`src/timer2_pkg.sv`:
```
// Purpose: shared constants and types for the 8-bit crystal-capable timer
// Assumes: registers sit in a 256-byte window selected by hsel
// Notes:   one word per register, data in bits 7:0, upper bits read zero
package timer2_pkg;

	// ==========================================================
	// register map (byte addresses inside the window)
	localparam int          ADDR_W       = 8;
	localparam logic [7:0]  OFS_CONTROL  = 8'h00;
	localparam logic [7:0]  OFS_COUNTER  = 8'h04;
	localparam logic [7:0]  OFS_COMPARE  = 8'h08;
	localparam logic [7:0]  OFS_STATUS   = 8'h0C;
	localparam logic [7:0]  OFS_FLAGS    = 8'h10;
	localparam logic [7:0]  OFS_ENABLE   = 8'h14;
	localparam logic [7:0]  RST_BYTE     = 8'h00;
	localparam logic [7:0]  CNT_MAX      = 8'hFF;

	// ==========================================================
	// field positions
	localparam int CS_LSB       = 0;
	localparam int CS_MSB       = 2;
	localparam int OMODE_LSB    = 4;
	localparam int OMODE_MSB    = 5;
	localparam int ASYNC_BIT    = 3;
	localparam int CNT_BUSY_BIT = 2;
	localparam int CMP_BUSY_BIT = 1;
	localparam int CTL_BUSY_BIT = 0;
	localparam int FLAG_CMP_BIT = 0;
	localparam int FLAG_OVF_BIT = 1;

	// ==========================================================
	// clock select codes and prescaler taps
	localparam logic [2:0] CS_STOP    = 3'h0;
	localparam logic [2:0] CS_DIV1    = 3'h1;
	localparam logic [2:0] CS_DIV8    = 3'h2;
	localparam logic [2:0] CS_DIV32   = 3'h3;
	localparam logic [2:0] CS_DIV64   = 3'h4;
	localparam logic [2:0] CS_DIV128  = 3'h5;
	localparam logic [2:0] CS_DIV256  = 3'h6;
	localparam logic [2:0] CS_DIV1024 = 3'h7;
	localparam int         PSC_W      = 10;
	localparam logic [PSC_W-1:0] PSC_M8    = 10'h007;
	localparam logic [PSC_W-1:0] PSC_M32   = 10'h01F;
	localparam logic [PSC_W-1:0] PSC_M64   = 10'h03F;
	localparam logic [PSC_W-1:0] PSC_M128  = 10'h07F;
	localparam logic [PSC_W-1:0] PSC_M256  = 10'h0FF;
	localparam logic [PSC_W-1:0] PSC_M1024 = 10'h3FF;

	// output pin action on a match
	localparam logic [1:0] OM_OFF    = 2'h0;
	localparam logic [1:0] OM_TOGGLE = 2'h1;
	localparam logic [1:0] OM_CLEAR  = 2'h2;
	localparam logic [1:0] OM_SET    = 2'h3;

	// ==========================================================
	// timing
	localparam logic [1:0] LATCH_EDGES   = 2'h2;	// crystal edges to latch a write
	localparam int         FLAG_SYNC_CYC = 3;	// processor cycles of flag sync

	// ==========================================================
	// types
	typedef struct packed {
		logic                     compare_irq;
		logic                     overflow_irq;
	} irq_out_t;

	typedef struct packed {
		logic                     xs1;
		logic                     xs2;
		logic                     xs3;
		logic                     async_clock_select;
		logic [7:0]               ctl;
		logic [7:0]               ctl_hold;
		logic [7:0]               cnt;
		logic [7:0]               cnt_hold;
		logic [7:0]               cmp;
		logic [7:0]               cmp_hold;
		logic [7:0]               cnt_view;
		logic [1:0]               ctl_pend;
		logic [1:0]               cnt_pend;
		logic [1:0]               cmp_pend;
		logic [PSC_W-1:0]         psc;
		logic                     block_match;
		logic [FLAG_SYNC_CYC-1:0] cmp_pipe;
		logic [FLAG_SYNC_CYC-1:0] ovf_pipe;
		logic                     compare_match_flag;
		logic                     overflow_flag;
		logic                     compare_irq_enable;
		logic                     overflow_irq_enable;
		logic                     wave;
		logic                     dp_write;
		logic [ADDR_W-1:0]        dp_addr;
		logic [7:0]               rdata;
	} state_t;

endpackage

```
`src/timer2_core.sv`:
```
// Purpose: 8-bit timer with clock select, holding registers and crystal sync
// Assumes: hclk well above four times the crystal rate; crystal pin is async
// Notes:   zero-wait AHB-Lite slave, read data registered in the address phase
//
// Operation
// - clock select picks stop, undivided or prescaled tick
// - counter register reads and writes the count
// - counter write blocks match on next tick
// - compare register continuously matched against counter
// - async bit selects io clock or crystal
// - changing async bit leaves registers undefined
// - counter write sets busy until loaded
// - compare write sets busy until loaded
// - control write sets busy until loaded
// - counter reads live, others read holding register
// - own holding register, latched after two edges
// - pending counter or compare write blocks matches
// - interrupt logic needs one crystal cycle reset
// - wake starts on next timer tick
// - counter read view refreshed each crystal edge
// - async flag sync takes three cycles plus tick
// - output pin changes on timer tick only
// - match flag set by match, cleared by ack
//
// Decided for this implementation: the AHB-Lite slave port and the register addresses.
`timescale 1ns/1ps

module timer2_core (
	input  wire logic                      hclk,
	input  wire logic                      hresetn,
	input  wire logic                      hsel,
	input  wire logic [31:0]               haddr,
	input  wire logic [1:0]                htrans,
	input  wire logic                      hwrite,
	input  wire logic [2:0]                hsize,
	input  wire logic [31:0]               hwdata,
	input  wire logic                      hready,
	output logic                           hreadyout,
	output logic [31:0]                    hrdata,
	output logic                           hresp,
	input  wire logic                      crystal_input_pin,
	input  wire logic                      compare_irq_ack,
	input  wire logic                      overflow_irq_ack,
	output timer2_pkg::irq_out_t           irq,
	output logic                           waveform_output_pin
);
	import timer2_pkg::*;

	// ==========================================================
	// helpers

	// prescaler tap for the selected division
	function automatic logic prescale_hit(input logic [2:0] cs, input logic [PSC_W-1:0] p);
		logic hit;
		hit = 1'b0;
		case (cs)
			CS_STOP:    hit = 1'b0;
			CS_DIV1:    hit = 1'b1;
			CS_DIV8:    hit = ((p & PSC_M8) == PSC_M8);
			CS_DIV32:   hit = ((p & PSC_M32) == PSC_M32);
			CS_DIV64:   hit = ((p & PSC_M64) == PSC_M64);
			CS_DIV128:  hit = ((p & PSC_M128) == PSC_M128);
			CS_DIV256:  hit = ((p & PSC_M256) == PSC_M256);
			CS_DIV1024: hit = ((p & PSC_M1024) == PSC_M1024);
			default:    hit = 1'b0;
		endcase
		return hit;
	endfunction

	// register read decode
	function automatic logic [7:0] read_mux(input state_t s, input logic [ADDR_W-1:0] a);
		logic [7:0] v;
		v = RST_BYTE;
		case (a)
			OFS_CONTROL: v = s.ctl_hold;
			OFS_COMPARE: v = s.cmp_hold;
			OFS_COUNTER: v = s.async_clock_select ? s.cnt_view : s.cnt;
			OFS_STATUS: begin
				v[ASYNC_BIT]    = s.async_clock_select;
				v[CNT_BUSY_BIT] = (s.cnt_pend != 2'h0);
				v[CMP_BUSY_BIT] = (s.cmp_pend != 2'h0);
				v[CTL_BUSY_BIT] = (s.ctl_pend != 2'h0);
			end
			OFS_FLAGS: begin
				v[FLAG_CMP_BIT] = s.compare_match_flag;
				v[FLAG_OVF_BIT] = s.overflow_flag;
			end
			OFS_ENABLE: begin
				v[FLAG_CMP_BIT] = s.compare_irq_enable;
				v[FLAG_OVF_BIT] = s.overflow_irq_enable;
			end
			default: v = RST_BYTE;
		endcase
		return v;
	endfunction

	// ==========================================================
	// state

	state_t s_q;
	state_t s_d;

	logic       xedge;
	logic       src_tick;
	logic       tick;
	logic       match_ok;
	logic       cmp_evt;
	logic       ovf_evt;
	logic       cmp_set;
	logic       ovf_set;
	logic [1:0] omode;
	logic [7:0] wbyte;
	logic       addr_valid;

	// ==========================================================
	// next-state logic
	always_comb begin
		s_d        = s_q;
		wbyte      = hwdata[7:0];
		omode      = s_q.ctl[OMODE_MSB:OMODE_LSB];
		addr_valid = hsel && hready && htrans[1];

		// crystal pin synchroniser and rising edge
		s_d.xs1 = crystal_input_pin;
		s_d.xs2 = s_q.xs1;
		s_d.xs3 = s_q.xs2;
		xedge   = s_q.xs2 && !s_q.xs3;

		// source clock: io clock every cycle, or crystal edges
		src_tick = s_q.async_clock_select ? xedge : 1'b1;

		// prescaler and timer tick
		if (src_tick) begin
			s_d.psc = s_q.psc + 1'b1;
		end
		tick = src_tick && prescale_hit(s_q.ctl[CS_MSB:CS_LSB], s_q.psc);

		// match allowed only with no pending counter or compare load
		match_ok = !s_q.block_match && (s_q.cnt_pend == 2'h0)
			&& (s_q.cmp_pend == 2'h0);

		// counting and events
		cmp_evt = 1'b0;
		ovf_evt = 1'b0;
		if (tick) begin
			s_d.cnt         = s_q.cnt + 1'b1;
			s_d.block_match = 1'b0;
			ovf_evt         = (s_q.cnt == CNT_MAX);
			cmp_evt         = match_ok && (s_q.cnt == s_q.cmp);
		end

		// waveform pin acts on the tick itself, no resync
		if (cmp_evt) begin
			case (omode)
				OM_TOGGLE: s_d.wave = !s_q.wave;
				OM_CLEAR:  s_d.wave = 1'b0;
				OM_SET:    s_d.wave = 1'b1;
				default:   s_d.wave = s_q.wave;
			endcase
		end

		// async: events ride a short sync pipe before the flags
		s_d.cmp_pipe = {s_q.cmp_pipe[FLAG_SYNC_CYC-2:0], cmp_evt};
		s_d.ovf_pipe = {s_q.ovf_pipe[FLAG_SYNC_CYC-2:0], ovf_evt};
		cmp_set = s_q.async_clock_select ? s_q.cmp_pipe[FLAG_SYNC_CYC-1] : cmp_evt;
		ovf_set = s_q.async_clock_select ? s_q.ovf_pipe[FLAG_SYNC_CYC-1] : ovf_evt;

		// holding register transfers on crystal edges
		if (xedge && (s_q.cnt_pend != 2'h0)) begin
			s_d.cnt_pend = s_q.cnt_pend - 2'h1;
			if (s_q.cnt_pend == 2'h1) begin
				s_d.cnt         = s_q.cnt_hold;
				s_d.block_match = 1'b1;
			end
		end
		if (xedge && (s_q.cmp_pend != 2'h0)) begin
			s_d.cmp_pend = s_q.cmp_pend - 2'h1;
			if (s_q.cmp_pend == 2'h1) begin
				s_d.cmp = s_q.cmp_hold;
			end
		end
		if (xedge && (s_q.ctl_pend != 2'h0)) begin
			s_d.ctl_pend = s_q.ctl_pend - 2'h1;
			if (s_q.ctl_pend == 2'h1) begin
				s_d.ctl = s_q.ctl_hold;
			end
		end

		// counter read view follows every cycle, or only crystal edges in async mode, after any load lands
		if (!s_q.async_clock_select || xedge) begin
			s_d.cnt_view = s_d.cnt;
		end

		// flags: ack or write-one clears, set wins
		if (compare_irq_ack) begin
			s_d.compare_match_flag = 1'b0;
		end
		if (overflow_irq_ack) begin
			s_d.overflow_flag = 1'b0;
		end
		if (s_q.dp_write && (s_q.dp_addr == OFS_FLAGS)) begin
			if (wbyte[FLAG_CMP_BIT]) begin
				s_d.compare_match_flag = 1'b0;
			end
			if (wbyte[FLAG_OVF_BIT]) begin
				s_d.overflow_flag = 1'b0;
			end
		end
		if (cmp_set) begin
			s_d.compare_match_flag = 1'b1;
		end
		if (ovf_set) begin
			s_d.overflow_flag = 1'b1;
		end

		// bus data phase writes, after counting so a write wins
		if (s_q.dp_write) begin
			case (s_q.dp_addr)
				OFS_CONTROL: begin
					s_d.ctl_hold = wbyte;
					if (s_q.async_clock_select) begin
						s_d.ctl_pend = LATCH_EDGES;
					end else begin
						s_d.ctl = wbyte;
					end
				end
				OFS_COUNTER: begin
					s_d.cnt_hold = wbyte;
					if (s_q.async_clock_select) begin
						s_d.cnt_pend = LATCH_EDGES;
					end else begin
						s_d.cnt         = wbyte;
						s_d.cnt_view    = wbyte;
						s_d.block_match = 1'b1;
					end
				end
				OFS_COMPARE: begin
					s_d.cmp_hold = wbyte;
					if (s_q.async_clock_select) begin
						s_d.cmp_pend = LATCH_EDGES;
					end else begin
						s_d.cmp = wbyte;
					end
				end
				OFS_STATUS: begin
					// a source switch keeps stale contents, software rewrites
					s_d.async_clock_select = wbyte[ASYNC_BIT];
				end
				OFS_ENABLE: begin
					s_d.compare_irq_enable  = wbyte[FLAG_CMP_BIT];
					s_d.overflow_irq_enable = wbyte[FLAG_OVF_BIT];
				end
				default: begin
					s_d.dp_write = 1'b0;
				end
			endcase
		end

		// bus address phase capture and registered read data
		s_d.dp_write = addr_valid && hwrite;
		s_d.dp_addr  = haddr[ADDR_W-1:0];
		if (addr_valid && !hwrite) begin
			s_d.rdata = read_mux(s_q, haddr[ADDR_W-1:0]);
		end
	end

	// ==========================================================
	// state register
	always_ff @(posedge hclk or negedge hresetn) begin
		if (!hresetn) begin
			s_q <= '0;
		end else begin
			s_q <= s_d;
		end
	end

	// ==========================================================
	// outputs
	assign hreadyout            = 1'b1;			// zero wait states
	assign hresp                = 1'b0;			// always OKAY
	assign hrdata               = {24'h000000, s_q.rdata};
	assign waveform_output_pin  = s_q.wave;
	assign irq.compare_irq      = s_q.compare_match_flag && s_q.compare_irq_enable;
	assign irq.overflow_irq     = s_q.overflow_flag && s_q.overflow_irq_enable;

endmodule

```
`config.mk`:
```
export PLATFORM = sky130hd
export DESIGN_NAME = timer2_core
export DESIGN_NICKNAME = d
export VERILOG_FILES = /design/src/timer2_pkg.sv /design/src/timer2_core.sv
export SDC_FILE = /design/constraint.sdc
export NUM_CORES = 1
export LEC_CHECK = 0
export ABC_AREA = 0
export BUFFER_PORTS_ARGS = -buffer_cell sky130_fd_sc_hd__clkbuf_2
export CORE_MARGIN = 3
export CORE_UTILIZATION = 38
export CTS_BUF_LIST = sky130_fd_sc_hd__clkbuf_16
export CTS_CLUSTER_SIZE = 10
export DETAILED_ROUTE_END_ITERATION = 7
export GPL_TIMING_DRIVEN = 0
export PLACE_DENSITY_LB_ADDON = 0.08
export RECOVER_POWER = 50
export SLEW_MARGIN = 30
export SYNTH_ARGS = -nofsm -noshare
export SYNTH_HDL_FRONTEND = slang
export SYNTH_SLANG_ARGS = --single-unit
```
`constraint.sdc`:
```
create_clock -name hclk -period 2.7 [get_ports hclk]
set_clock_uncertainty 0.05 [all_clocks]
set_input_delay 0.135 -clock hclk [delete_from_list [all_inputs] [get_ports hclk]]
set_output_delay 0.135 -clock hclk [all_outputs]
set_load 0.03 [all_outputs]
```
==> impl_metrics.json <==
{
  "status": "finished, violations left",
  "failed_checks": "max-capacitance violations, max-slew violations",
  "overflow": 0,
  "clockBufferDepth": 2,
  "final_hold_viol_count": 0,
  "start_util_pct": 39.4,
  "syn_area_per_cell_sq_um": 10.1,
  "finalSetupViolCount": 0,
  "grt.total_usage_pct": 18.9,
  "fin_crit_ns": 2.59,
  "cts_root_buffer": "clkbuf_16",
  "placed_cells": 761,
  "regToRegSetupSlack_ns": 0.11,
  "layout-drive-gt1-share_pct": 21.9,
  "crit_fanout": 3,
  "maxCapViolCount": 1,
  "crit_family": "simple AND/OR/NAND/NOR gates",
  "tns_ns": 0,
  "grt_max_degree": 71,
  "worstPathRequired_ns": 2.89,
  "critPathCaptureType": "register",
  "rsz0062_at_grt": "yes",
  "syn_to_final_growth_pct": 21.4,
  "pin_count": 114,
  "powerDensity_nw_per_um2": 779,
  "path_clk_slew_ns": 0.07,
  "fin_cells": 801,
  "synthDistinctLibCells": 56,
  "antenna_found_initial": 0,
  "wire_per_inst_microns": 17.3,
  "cp.arrival_ns": 2.77,
  "via_count": 4061,
  "p_total_uw": 5010,
  "start_kind": "register",
  "cts_made_buffers": 9,
  "cp_num_buf_inv": 0,
  "design.core.area_sq_um": 13500,
  "cp_slowest_stage_delay_ns": 0.38,
  "path_class": "reg -> reg",
  "insertedDiodeCount": 0,
  "worstHoldPathType": "in -> reg",
  "grt_first_pass_wirelength_microns": 21700,
  "synth_flop_cell": "dfrtp_1",
  "ys_warn_count": 0,
  "drc": 0,
  "ys_ff_latch": 102,
  "finalWirelength_microns": 13900,
  "crit_path_top_delay_cell": "nor4_2",
  "syn_area_sq_um": 5300,
  "cts_tree": "done",
  "synth_edf_count": 0,
  "h-tree-depth": 3,
  "whs_ns": 0.0152,
  "min_period_over_period_pct": 95.8,
  "placed_area_sq_um": 5820,
  "postRouteAntennaNets": 0,
  "die_h_microns": 124,
  "place.gp.congestion": 0.842,
  "grt_pass1_vias": 3799,
  "leakage_uw": 0.00295,
  "async_flop_share_pct": 100,
  "slew_headroom_pct": -30.4,
  "maxSlewViolCount": 33,
  "viasPerCell": 5.07,
  "drt-initial-drc-count": 248,
  "final_cell_area_sq_um": 6440,
  "die-area_sq_um": 15400,
  "num_rows": 42,
  "syn_inst": 527,
  "drt_pass1_iterations": 5,
  "clkLatencyLatePin_ns": 0.36,
  "dieWidth_microns": 124,
  "peakVddDrop_v": 0.000499,
  "cts_sinks": 102,
  "fill_cells": 1358,
  "path_cells": "ha_2 -> and3_4 -> ha_4 -> and3b_2 -> a2111oi_4 -> a41oi_2 -> nor4_2 -> xnor2_1 -> a211oi_2 -> o32a_1",
  "final_nets": 707,
  "io_buffers": 33,
  "worst_slew_pin_slew_ns": 1.96,
  "fmax_ghz": 0.387,
  "ys_seq_area_share_pct": 48.1,
  "dp_hpwl_microns": 9700
}
-- cell usage in the layout, fill, tap and decap left out, drive strengths merged, types with 5 or more instances in the layout --
cell,count
nand3,10
ha,10
xor2,6
clkbuf,66
nand3b,5
inv,14
mux2,23
nor2,45
and2,6
mux2i,21
dlygate4sd3,12
a211oi,10
buf,53
o21ai,24
a32oi,6
conb,26
dfrtp,102
xnor2,18
a21o,5
a21oi,30
nand2,68
-- per-stage QoR --
stage          worst slack [ns]  util, %
6_report                  0.113     47.8
2_1_floorplan             0.140        -
3_3_place_gp             -0.357     43.0
3_5_place_dp             -0.374     43.3
5_1_grt                 -0.0374     47.8
4_1_cts                  0.0743     47.1
-- what timing repair did --
action	in CTS	in global routing
gates resized for setup	8	17
hold buffers	12	0
hold endpoints to repair	43	0
pin swaps	5	8
endpoints found under the setup margin	17	26
setup buffers	4	8
gates cloned	0	0
-- worst paths after layout --
| kind | from | end | cells after the start |
|---|---|---|---|
| worst max-delay path | s_q[30] | s_q[52] | 10 |
| worst min register to register | s_d[24] | s_q[24] | 0 |
| worst min-delay path | hwdata[7] | s_q[84] | 2 |
| worst max register to register | s_q[30] | s_q[52] | 10 |
| min in group asynchronous | hresetn | s_q[36] | 2 |
| max in group asynchronous | hresetn | s_q[84] | 3 |
-- synth_stat cells, types with 3 or more instances --
library cell  number  area share, %
nand3b_1           5           0.71
nand4_1            3           0.35
a211oi_1          10            1.4
nor3_1             4           0.38
ha_1              10            2.4
mux4_2             3            1.3
inv_1             14           0.99
nor4b_1            3           0.50
xnor2_1           18            3.0
nand2_1           68            4.8
buf_1              3           0.21
xor2_1             6           0.99
a31oi_1            3           0.35
mux2_2            23            4.9
and3_1             4           0.47
dfrtp_1          102             48
nor2_1            45            3.2
clkbuf_1          23            1.6
nor2b_1            4           0.47
buf_4             34            4.8
nor4_1             3           0.35
and2_1             6           0.71
a21oi_1           30            2.8
a21o_1             5           0.71
a32oi_1            6           0.99
nand3_1           10           0.94
o21ai_0           24            2.3
mux2i_1           21            4.0
-- worst reg2reg max path, cell delays in order (launching register included) --
cell and delay (ns):
dfrtp_1 0.36, ha_2 0.18, and3_4 0.20, ha_4 0.11, and3b_2 0.21, a2111oi_4 0.19, a41oi_2 0.12, nor4_2 0.38
xnor2_1 0.22, a211oi_2 0.13, o32a_1 0.31
-- layout make-up --
class	instances	area, sq um	area share [%]
timing repair buffer	58	403	6.26
sequential	102	2550	39.7
clock inverter	7	88.8	1.38
multi-input combinational	371	2500	38.9
inverter	14	52.6	0.816
tap	176	220	3.42
clock buffer	9	225	3.50
buffer	64	389	6.05
-- registers in the layout (all words and copies together) (netlist names) --
signal / cells
s_q: 85
hrdata: 8
s_d: 6
omode: 2
waveform_output_pin: 1
-- metal layers --
layer	GRT usage, %	up-vias	routed length, microns
li1	-	1945	-
met1	26.8	2010	6450
met2	29.6	89	6630
met3	4.04	17	571
met4	5.00	0	199
met5	0	-	0
-- logic make-up after synthesis --
family | Yosys count | synth area share [%]
DFF | 102 | 48.1
xor gates and xnor gates | 24 | 3.96
AOI/OAI and AO/OA | 96 | 12.1
buffers and inverters | 78 | 8.14
adders and majority gates | 10 | 2.36
muxes | 47 | 10.1
other | 2 | 0.142
and+or+nand+nor | 168 | 15.1
-- power by group --
| part | leakage, uW | switching [uW] | internal [uW] | total [uW] |
|---|---|---|---|---|
| Sequential | 0.00124 | 327 | 1840 | 2170 |
| Combinational | 0.00156 | 736 | 709 | 1440 |
| Clock | 0.000149 | 594 | 806 | 1400 |
| Total | 0.00295 | 1660 | 3360 | 5010 |
(Power assumes the default switching activity.)
